`src/rtl/tec_pkg.sv`:
```
package tec_pkg;
	// register byte addresses on the apb side
	localparam logic [7:0] TEC_T0_LOW_ADDR = 8'h00;
	localparam logic [7:0] TEC_T0_HIGH_ADDR = 8'h04;
	localparam logic [7:0] TEC_T0_CTRL_ADDR = 8'h08;
	localparam logic [7:0] TEC_T1_LOW_ADDR = 8'h0C;
	localparam logic [7:0] TEC_T1_HIGH_ADDR = 8'h10;
	localparam logic [7:0] TEC_T1_CTRL_ADDR = 8'h14;
	localparam logic [7:0] TEC_STATUS_ADDR = 8'h18;
	// control register field positions
	localparam int TEC_MODE_HI_BIT = 7;
	localparam int TEC_MODE_LO_BIT = 6;
	localparam int TEC_RUN_BIT = 4;
	localparam int TEC_EDGE_BIT = 3;
	localparam int TEC_PRESCALE_LSB = 0;
	localparam int TEC_PRESCALE_W = 3;
	// reset values and count limit
	localparam logic [7:0] TEC_CTRL_RESET = 8'h00;
	localparam logic [15:0] TEC_COUNT_RESET = 16'h0000;
	localparam logic [15:0] TEC_COUNT_MAX = 16'hFFFF;
	// internal count clock is the system clock divided by this
	localparam int TEC_SYS_DIV = 4;

	typedef enum logic [1:0] {
		TEC_MODE_IDLE = 2'b00,
		TEC_MODE_EVENT = 2'b01,
		TEC_MODE_TIMER = 2'b10,
		TEC_MODE_PULSE = 2'b11
	} tec_mode_type;

	typedef struct packed {
		logic [7:0] addr;
		logic write;
		logic [7:0] wdata;
		logic access;
	} tec_req_type;
endpackage

```
`src/rtl/tec_timer_pair.sv`:
```
// Decided for this implementation: the APB register port and the address map.
`timescale 1ns/1ps
//////////////////////////////////////////////////////////////////////////////
// Contract
// - counter adds one per qualifying internal tick or selected pin edge
// - past FFFF the counter overflows, flags, reloads from preload, continues
// - preload write while stopped also loads the counter immediately
// - preload write while running waits for next overflow to reach counter
// - low byte write only fills the low holding buffer
// - high byte write loads high byte and moves buffered low byte
// - high byte read latches live low byte; low reads return latch
// - control bit 4 runs the counter when set, stops it when clear
// - mode 10 is timer mode counting sys clock divided by four
// - mode 11 is pulse width mode using sys clock divided by four
// - event mode counts pin transitions directly, no prescaler
// - event mode counts rising edges if edge bit 3 zero, else falling
// - event counting and overflow wake continue while processor powered down
// - pulse mode enable only arms; counting starts on active edge
// - edge zero pulse mode: start on fall, stop and clear on rise
// - edge one pulse mode: start on rise, stop and clear on fall
// - timer and event modes never clear the enable bit in hardware
// - after auto clear, pin ignored and count held until re-enabled
// - timer1 three-bit prescale field selects division stages of its clock
// - overflow sets request flag regardless of enable; wake even if masked
// - count clock inhibited during counter read or preload write
module tec_timer_pair
	import tec_pkg::*;
#(
	parameter int COUNT_W = 16
) (
	input wire logic sys_clk,
	input wire logic rst,
	input wire logic psel,
	input wire logic penable,
	input wire logic pwrite,
	input wire logic [7:0] paddr,
	input wire logic [31:0] pwdata,
	output logic [31:0] prdata,
	output logic pready,
	output logic pslverr,
	input wire logic timer0_event_pin,
	input wire logic timer1_event_pin,
	input wire logic powerDown,
	output logic timer0OverflowIrq,
	output logic timer1OverflowIrq,
	output logic wakeUp
);

	//////////////////////////////////////////////////////////////////////////
	// bus decode
	tec_req_type req;
	assign req.addr = paddr;
	assign req.write = pwrite;
	assign req.wdata = pwdata[7:0];
	assign req.access = psel & penable;
	assign pready = 1'b1;

	function automatic logic isMapped(input logic [7:0] a);
		isMapped = (a == TEC_T0_LOW_ADDR) || (a == TEC_T0_HIGH_ADDR) ||
			(a == TEC_T0_CTRL_ADDR) || (a == TEC_T1_LOW_ADDR) ||
			(a == TEC_T1_HIGH_ADDR) || (a == TEC_T1_CTRL_ADDR) ||
			(a == TEC_STATUS_ADDR);
	endfunction

	function automatic logic hit(input tec_req_type r, input logic [7:0] a,
		input logic w);
		hit = r.access && (r.addr == a) && (r.write == w);
	endfunction

	//////////////////////////////////////////////////////////////////////////
	// shared internal tick: sys clock divided by four
	logic [1:0] divCnt_r;
	logic sysTick;
	always_ff @(posedge sys_clk) begin
		if (rst) begin
			divCnt_r <= 2'h0;
		end else begin
			divCnt_r <= divCnt_r + 2'h1;
		end
	end
	assign sysTick = (divCnt_r == 2'(TEC_SYS_DIV - 1));

	// timer1 prescaler: 2^n stages of the divided clock
	logic [15:0] preCnt_r;
	logic [7:0] ctrl_r [2];
	logic [2:0] preSel;
	logic preTick;
	assign preSel = ctrl_r[1][TEC_PRESCALE_LSB +: TEC_PRESCALE_W];
	always_ff @(posedge sys_clk) begin
		if (rst) begin
			preCnt_r <= 16'h0000;
		end else if (sysTick) begin
			preCnt_r <= preCnt_r + 16'h0001;
		end
	end
	// stage n fires when the low n bits of the prescale count wrap
	assign preTick = sysTick &&
		((preCnt_r & ((16'h0001 << preSel) - 16'h0001)) == 16'h0000);

	//////////////////////////////////////////////////////////////////////////
	// per-timer state
	logic [COUNT_W-1:0] count_r [2];
	logic [COUNT_W-1:0] preload_r [2];
	logic [7:0] lowBuf_r [2];
	logic [1:0] pinPrev_r;
	logic [1:0] pulseActive_r;
	logic [1:0] ovf;
	logic [1:0] pins;
	assign pins = {timer1_event_pin, timer0_event_pin};

	genvar gi;
	generate
		for (gi = 0; gi < 2; gi++) begin : g_tmr
			localparam logic [7:0] LOW_A = gi ? TEC_T1_LOW_ADDR : TEC_T0_LOW_ADDR;
			localparam logic [7:0] HIGH_A = gi ? TEC_T1_HIGH_ADDR : TEC_T0_HIGH_ADDR;
			localparam logic [7:0] CTRL_A = gi ? TEC_T1_CTRL_ADDR : TEC_T0_CTRL_ADDR;
			tec_mode_type mode;
			logic run, edgeSel, rise, fall, startEdge, endEdge, intTick;
			logic inhibit, tick, wrLow, wrHigh, rdHigh, rdLow, wrCtrl, autoClr;
			logic [COUNT_W-1:0] newPreload;

			assign mode = tec_mode_type'(ctrl_r[gi][TEC_MODE_HI_BIT:TEC_MODE_LO_BIT]);
			assign run = ctrl_r[gi][TEC_RUN_BIT];
			assign edgeSel = ctrl_r[gi][TEC_EDGE_BIT];
			assign rise = pins[gi] & ~pinPrev_r[gi];
			assign fall = ~pins[gi] & pinPrev_r[gi];
			assign intTick = gi ? preTick : sysTick;
			assign wrLow = hit(req, LOW_A, 1'b1);
			assign wrHigh = hit(req, HIGH_A, 1'b1);
			assign rdHigh = hit(req, HIGH_A, 1'b0);
			assign rdLow = hit(req, LOW_A, 1'b0);
			assign wrCtrl = hit(req, CTRL_A, 1'b1);
			// a count can be lost here; accepted to keep reads coherent
			assign inhibit = wrHigh | rdHigh | rdLow;
			// pulse mode: edge zero opens on fall, edge one opens on rise
			assign startEdge = edgeSel ? rise : fall;
			assign endEdge = edgeSel ? fall : rise;

			always_comb begin
				tick = 1'b0;
				autoClr = 1'b0;
				unique case (mode)
					TEC_MODE_TIMER: tick = run & intTick;
					// direct pin edges, runs regardless of power down
					TEC_MODE_EVENT: tick = run & (edgeSel ? fall : rise);
					TEC_MODE_PULSE: begin
						tick = run & pulseActive_r[gi] & sysTick;
						autoClr = run & pulseActive_r[gi] & endEdge;
					end
					TEC_MODE_IDLE: tick = 1'b0;
				endcase
				tick = tick & ~inhibit;
			end
			assign ovf[gi] = tick && (count_r[gi] == TEC_COUNT_MAX);
			assign newPreload = {req.wdata, lowBuf_r[gi]};

			always_ff @(posedge sys_clk) begin
				if (rst) begin
					pinPrev_r[gi] <= 1'b0;
				end else begin
					pinPrev_r[gi] <= pins[gi];
				end
			end

			always_ff @(posedge sys_clk) begin
				if (rst) begin
					pulseActive_r[gi] <= 1'b0;
				end else if (mode != TEC_MODE_PULSE || !run || autoClr) begin
					pulseActive_r[gi] <= 1'b0;
				end else if (startEdge) begin
					pulseActive_r[gi] <= 1'b1;
				end
			end

			always_ff @(posedge sys_clk) begin
				if (rst) begin
					ctrl_r[gi] <= TEC_CTRL_RESET;
				end else if (wrCtrl) begin
					ctrl_r[gi] <= req.wdata;
				end else if (autoClr) begin
					// only pulse mode gets here; other modes keep the bit
					ctrl_r[gi][TEC_RUN_BIT] <= 1'b0;
				end
			end

			always_ff @(posedge sys_clk) begin
				if (rst) begin
					lowBuf_r[gi] <= 8'h00;
				end else if (wrLow) begin
					lowBuf_r[gi] <= req.wdata;
				end else if (rdHigh) begin
					lowBuf_r[gi] <= count_r[gi][7:0];
				end
			end

			always_ff @(posedge sys_clk) begin
				if (rst) begin
					preload_r[gi] <= TEC_COUNT_RESET;
				end else if (wrHigh) begin
					preload_r[gi] <= newPreload;
				end
			end

			always_ff @(posedge sys_clk) begin
				if (rst) begin
					count_r[gi] <= TEC_COUNT_RESET;
				end else if (wrHigh && !run) begin
					count_r[gi] <= newPreload;
				end else if (ovf[gi]) begin
					count_r[gi] <= preload_r[gi];
				end else if (tick) begin
					count_r[gi] <= count_r[gi] + COUNT_W'(1);
				end
			end
		end
	endgenerate

	//////////////////////////////////////////////////////////////////////////
	// overflow request flags, set regardless of enable, set beats clear
	logic [1:0] ovfFlag_r;
	logic wrStatus;
	assign wrStatus = hit(req, TEC_STATUS_ADDR, 1'b1);
	always_ff @(posedge sys_clk) begin
		if (rst) begin
			ovfFlag_r <= 2'b00;
		end else begin
			ovfFlag_r <= (ovfFlag_r & ~({2{wrStatus}} & req.wdata[1:0])) |
				ovf;
		end
	end
	assign timer0OverflowIrq = ovfFlag_r[0];
	assign timer1OverflowIrq = ovfFlag_r[1];

	logic wake_r;
	always_ff @(posedge sys_clk) begin
		if (rst) begin
			wake_r <= 1'b0;
		end else begin
			wake_r <= powerDown & (|ovf);
		end
	end
	assign wakeUp = wake_r;

	//////////////////////////////////////////////////////////////////////////
	// read data, registered one cycle ahead is not needed: zero-wait slave
	logic [7:0] rdByte;
	always_comb begin
		rdByte = 8'h00;
		unique case (paddr)
			TEC_T0_LOW_ADDR: rdByte = lowBuf_r[0];
			TEC_T0_HIGH_ADDR: rdByte = count_r[0][15:8];
			TEC_T0_CTRL_ADDR: rdByte = ctrl_r[0];
			TEC_T1_LOW_ADDR: rdByte = lowBuf_r[1];
			TEC_T1_HIGH_ADDR: rdByte = count_r[1][15:8];
			TEC_T1_CTRL_ADDR: rdByte = ctrl_r[1];
			TEC_STATUS_ADDR: rdByte = {6'h00, ovfFlag_r};
			default: rdByte = 8'h00;
		endcase
	end
	assign prdata = {24'h00_0000, rdByte};
	assign pslverr = req.access & ~isMapped(paddr);

endmodule // tec_timer_pair

```
`config.mk`:
```
export PLATFORM = sky130hd
export DESIGN_NAME = tec_timer_pair
export DESIGN_NICKNAME = d
export VERILOG_FILES = /design/src/rtl/tec_pkg.sv /design/src/rtl/tec_timer_pair.sv
export SDC_FILE = /design/constraint.sdc
export NUM_CORES = 1
export LEC_CHECK = 0
export ABC_AREA = 1
export ABC_CLOCK_PERIOD_IN_PS = 3170
export BUFFER_PORTS_ARGS = -buffer_cell sky130_fd_sc_hd__buf_2
export CELL_PAD_IN_SITES_DETAIL_PLACEMENT = 0
export CELL_PAD_IN_SITES_GLOBAL_PLACEMENT = 1
export CORE_UTILIZATION = 45
export DETAILED_ROUTE_END_ITERATION = 10
export PLACE_DENSITY = 0.78
export SLEW_MARGIN = 20
export SYNTH_ARGS = -nofsm -noshare
export SYNTH_HDL_FRONTEND = slang
export SYNTH_SLANG_ARGS = --single-unit
```
`constraint.sdc`:
```
create_clock -name sys_clk -period 3.17 [get_ports sys_clk]
set_clock_uncertainty 0.1 [all_clocks]
set_input_delay 0.1585 -clock sys_clk [delete_from_list [all_inputs] [get_ports sys_clk]]
set_output_delay 0.1585 -clock sys_clk [all_outputs]
set_load 0.02 [all_outputs]
```
==> results of run 1 <==
sequential cells by signal, summed over array words and instances, names as in the netlist:
| name | count |
|---|---|
| pinPrev_r | 2 |
| lowBuf_r | 16 |
| ctrl_r | 16 |
| pulseActive_r | 2 |
| ovfFlag_r | 2 |
| preCnt_r | 16 |
| divCnt_r | 2 |
| preload_r | 32 |
| count_r | 32 |
| wakeUp | 1 |
layer usage:
| metal | global-route usage, % | wire length (µm) |
|---|---|---|
| met1 | 33.08 | 8530 |
| met2 | 39.18 | 8755 |
| met3 | 4.941 | 1257 |
| met4 | 12.75 | 677 |
| met5 | 0 | 0 |
worst max-delay path: cells and delay by family, from the launching register on:
| family | cells | cell delay, ns |
|---|---|---|
| compound gates | 1 | 0.35 |
| flops | 1 | 0.45 |
| buf+inv | 2 | 0.09 |
| fa+ha+maj | 1 | 0.27 |
| simple gates | 12 | 1.34 |
layout by cell type, fill, tap and decap left out, types with 7 or more instances in the layout:
cell and n:
a21oi_1 23, buf_2 35, buf_4 9, clkbuf_16 17, conb_1 25, dfxtp_1 25
edfxtp_1 96, ha_1 7, inv_1 121, inv_2 10, nand2_1 132, nand2_2 9
nand3_1 39, nand4_1 10, nor2_1 126, nor2_2 9, nor3_1 20, o2111ai_1 7
o21ai_0 29, o21ai_1 16, o22ai_1 11, xor2_1 25
cell families (layout without fill, tap and decap cells):
family	after synthesis	in the layout	synth area share [%]
and+or+nand+nor	373	373	25.22
buffers and inverters	171	213	10.98
DFF	121	121	47.89
AOI/OAI and AO/OA	118	118	10.80
xor gates and xnor gates	29	29	3.595
adders and majority gates	7	7	1.240
other	2	25	0.1063
muxes	1	1	0.1594
power groups by stage:
stage | clock network [mW] | registers, mW | logic (mW)
floorplan | 0 | 1.86 | 0.263
global placement | 0 | 1.88 | 0.331
detailed placement | 0 | 1.88 | 0.338
CTS | 1.85 | 1.85 | 0.344
global route | 1.91 | 1.86 | 0.378
finish | 1.82 | 1.85 | 0.344
worst paths after layout:
path | startpoint | end | slack (ns)
max | ctrl_r[1][1] | count_r[1][4] | 0.43
min | pwdata[4] | lowBuf_r[1][4] | 0.04
max reg2reg | ctrl_r[1][1] | count_r[1][4] | 0.43
min reg2reg | divCnt_r[0] | divCnt_r[0] | 0.32
per-stage QoR:
step	setup slack, ns	cell area (µm²)	total power [mW]	std cells	hold slack (ns)
floorplan	0.6662	7151	2.124	845	0.1836
global placement	0.4626	7381	2.208	1062	0.3025
detailed placement	0.4044	7381	2.217	1062	0.3068
CTS	0.4014	7965	4.039	1098	0.02869
global route	0.1015	7965	4.145	1098	0.06191
finish	0.4301	7965	4.017	1098	0.03588
layout make-up:
type	instances	area [µm²]	share of cell area, %
flip-flops and latches	121	3383	42.48
multi-input cells	553	2992	37.56
inverters	133	499.2	6.268
clock buffers	20	436.7	5.482
repair buffers	48	282.8	3.550
well taps	211	264.0	3.314
clock inverters	12	107.6	1.351
==> qor.csv, run 1 <==
metric,value,unit
Initial Utilization,46.30,%
most frequent cell after synthesis,nand2_1,
Worst path max stage delay,0.45,ns
detailed-route vias per instance,5.322,
Synth Warn #,0,
Sequential Power Share,46.0,%
Skew-Pair Late Insertion Delay,0.42,ns
syn_area_per_cell,8.594,µm²
Worst path most repeated cell,nand2_1,
antenna violations before repair,0,
hpwl dp,13790,µm
FMAX,365.0,MHz
CP Launch Type,register,
clock transition at the registers of the reported paths,0.05,ns
Psw,997.2,µW
Sinks on Clock Net,121,
unrepaired setup endpoints after global routing,false,
final WL,19220,µm
outcome,"finished, final reports clean",
die height,127.3,µm
post-synth top area share,40.81,%
total grt overflow,0,
vias after detailed routing,5844,
most frequent cells after synthesis,"nand2_1, nor2_1, inv_1",
Syn-to-layout area delta,12.75,%
predominant post-synthesis flop cell,edfxtp_1,
sequential area share after synthesis,47.89,%
routed len/inst,17.51,µm
cts-stage hold buffer count,4,
Gate power share,8.6,%
Yosys cell types,53,
Final Util,52.20,%
First-pass DRT Iterations,5,
synthesized area,0.007064,mm²
largest net degree at the start of global routing,26,
"Max FO, Critical Path",14,
max cap viols,0,
root buffer cell,clkbuf_16,
number of port buffers,35,
first-pass GRT wire length,29790,µm
Tcrit/Tclk final,86.43,%
post-cts sizing count,0,
CTS H-tree lvls,4,
number of global-route vias before repair,5621,
setup TNS,0,ns
CTS max path bufs,2,
clock share of power,45.4,%
Pleak,3.382,nW
number of synthesized flops with an enable pin,96,
Die Area,0.01620,mm²
clock buffer count from CTS,17,
synth top area cells,"edfxtp_1, dfxtp_1, nand2_1, nor2_1, inv_1",
final RePlAce weighted congestion,0.9679,
Slowest cell on crit path,edfxtp_1,
post-synthesis register bit count,121,
Worst Setup End Kind,register,
"Arr. time, crit path",2.93,ns
dominant cell type by area after synthesis,edfxtp_1,
initial DRC count,559,
nets,929,
Pint,3.020,mW
worst relative slew slack,48.25,%
share of post-route cells with drive strength above 1,14.77,%
Slew @ Worst Pin,0.7567,ns
final setup fails,0,
Core Box Area,0.01526,mm²
"Hold Vio Cnt, Final",0,
# fillers,1472,
worst-path cell chain,nand2_1 -> nor2_1 -> inv_1 -> ha_1 -> inv_1 -> nand2_1 -> nand3_1 -> nor2_1 -> nand2_1 -> nand2_1 -> nand2_1 -> nand2_4 -> nand4_2 -> o21ai_0 -> nor2_1 -> nor2_1,
CTS tree,yes,
GRT Total Usage,25.03,%
row cnt,45,
Switching Fraction,24.82,%
Hold Path Class,input pin to register,
Die Wd,127.3,µm
R2R depth,16,
remaining antenna violation count after routing,0,
DRC,0,
minimum clock period,2.740,ns
IO Count,85,
Post-Syn Instances,822,
async set or reset register ratio after synthesis,0,%
required time of the critical path,3.36,ns
setup bufs post-CTS,0,
Max VDD drop,351.8,µV
ant diodes,0,
"Slew Viols, Final",0,
Worst Hold Depth,5,
Setup CP Type,register to register,
Pwr Density,504.4,mW/mm²
(Power assumes the default switching activity.)
==> run 2, diff against run 1 <==
MAX_ROUTING_LAYER = met4   (was not set)
==> run 2 against run 1 <==
Critical path depth shrank 5. Power increased by 3.1%. Cell count fell by 0.18%. Via count decreased by 1.8%. Sequential power about the same. Die area did not move. Largest cell class unchanged.
==> qor.csv, run 2 (synthesized netlist as in run 1, its figures left out) <==
metric,value,unit
row cnt,45,
Crit. Startpoint,count_r[0][0],
first-pass GRT wire length,29840,µm
Max VDD drop,381.4,µV
"Slew Viols, Final",0,
setup TNS,0,ns
ant diodes,0,
Tcrit/Tclk final,85.47,%
antenna violations before repair,0,
Gate power share,8.2,%
Final Util,52.42,%
Hold Path Class,input pin to register,
Worst path most repeated cell,nand3_1,
number of global-route vias before repair,5556,
Top Registers,"count_r (32), preload_r (32)",
Slew @ Worst Pin,0.7770,ns
GRT Total Usage,25.59,%
Sequential Power Share,44.6,%
clock transition at the registers of the reported paths,0.06,ns
Sinks on Clock Net,121,
CTS max path bufs,2,
"Arr. time, crit path",2.78,ns
DRC,0,
RR Endpoint,count_r[0][5],
Skew-Pair Late Insertion Delay,0.42,ns
dpl cell area,0.007388,mm²
Worst path max stage delay,0.45,ns
share of post-route cells with drive strength above 1,15.37,%
Worst Hold Depth,5,
remaining antenna violation count after routing,0,
Pleak,3.385,nW
clock buffer count from CTS,17,
max cap viols,0,
routed len/inst,17.17,µm
nets,929,
minimum clock period,2.709,ns
IO Count,85,
Worst Setup End Kind,register,
root buffer cell,clkbuf_16,
total grt overflow,0,
"Hold Vio Cnt, Final",0,
number of port buffers,35,
"Max FO, Critical Path",12,
Pint,3.103,mW
Syn-to-layout area delta,13.23,%
CTS tree,yes,
Slowest cell on crit path,edfxtp_1,
CP Launch Type,register,
worst-path cell chain,ha_1 -> nand3_1 -> nor2_2 -> nand3_1 -> nor3_2 -> nand3_1 -> clkinv_1 -> nor2_4 -> inv_2 -> nor2_1 -> a21oi_1,
Die Area,0.01620,mm²
final WL,18820,µm
unrepaired setup endpoints after global routing,false,
Switching Fraction,25.11,%
vias after detailed routing,5741,
largest net degree at the start of global routing,26,
initial DRC count,432,
register area,0.003383,mm²
CTS H-tree lvls,4,
Worst R2R Setup Slack,0.46,ns
r2r startpoint,count_r[0][0],
"Cell Count, Final, Fillers Out",1096,
clock share of power,47.2,%
First-pass DRT Iterations,7,
hpwl dp,13560,µm
worst relative slew slack,46.86,%
final setup fails,0,
Pwr Density,518.0,mW/mm²
origin of the worst min-delay path,pwdata[4],
WHS Endpoint,lowBuf_r[1][4],
die height,127.3,µm
R2R depth,11,
required time of the critical path,3.25,ns
final RePlAce weighted congestion,0.9741,
most frequent cells in the layout,"nand2_1, nor2_1, inv_1",
FMAX,369.1,MHz
Initial Utilization,46.30,%
Setup CP Type,register to register,
detailed-route vias per instance,5.238,
multi-input logic area,0.002992,mm²
Core Box Area,0.01526,mm²
Psw,1.040,mW
post-placement cell count,1063,
"commonest non-fill, non-tap cell in the layout",nand2_1,
post-route cell area,0.007999,mm²
# fillers,1451,
outcome,"finished, final reports clean",
Die Wd,127.3,µm
[run 2: how the worst max path moves through the flow]
stage                    end  slack, ns  cells past startpoint
2_1_floorplan  count_r[0][0]       0.67                      5
6_report       count_r[0][5]       0.46                     11
3_5_place_dp   count_r[1][1]       0.45                     16
5_1_grt        count_r[1][1]       0.21                     16
4_1_cts        count_r[1][1]       0.44                     16
3_3_place_gp   count_r[1][1]       0.54                     16
[run 2: critical path, delay by kind of cell (launching register included)]
family,cells,cell delay (ns)
AO/OA/AOI/OAI,1,0.05
AND/OR/NAND/NOR,7,1.20
buffers and inverters,2,0.40
flip-flops,1,0.45
adder cells (fa/ha/maj),1,0.26
[run 2: area by class of cell]
class	instances	share of cell area (%)
Timing Repair Buffer	48	3.504
Clock buffer	17	5.318
Multi-Input combinational cell	553	37.40
Inverter	133	6.241
Tap cell	211	3.300
Clock inverter	13	1.940
Sequential cell	121	42.30
[run 2: what timing repair did]
action / CTS / global route
hold buffers: 3 / 0
endpoints found under the hold margin: 3 / 0
resized for setup: 0 / 0
setup buffers: 0 / 0
[run 2: stage by stage]
step                      hold slack (ns)  power (mW)  setup slack (ns)
final                             0.02320       4.143            0.4606
after CTS                         0.01019       4.152            0.4394
after detailed placement           0.3108       2.216            0.4473
after global routing              0.06128       4.266            0.2065
after global placement             0.3008       2.208            0.5382
after floorplan                    0.1836       2.124            0.6662
[run 2: metal layers]
| metal | track usage, % | up-vias | part of all wire (%) |
|---|---|---|---|
| li1 | - | 2784 | - |
| met1 | 34.50 | 2725 | 46 |
| met2 | 37.58 | 196 | 45 |
| met3 | 4.397 | 36 | 5.2 |
| met4 | 11.97 | 0 | 2.9 |
| met5 | - | - | 0 |
[run 2: power groups by stage]
stage | clock network (mW) | registers, mW | logic, mW
floorplan | 0 | 1.86 | 0.263
global placement | 0 | 1.88 | 0.330
detailed placement | 0 | 1.88 | 0.335
CTS | 1.96 | 1.85 | 0.340
global route | 2.03 | 1.86 | 0.376
finish | 1.95 | 1.85 | 0.340
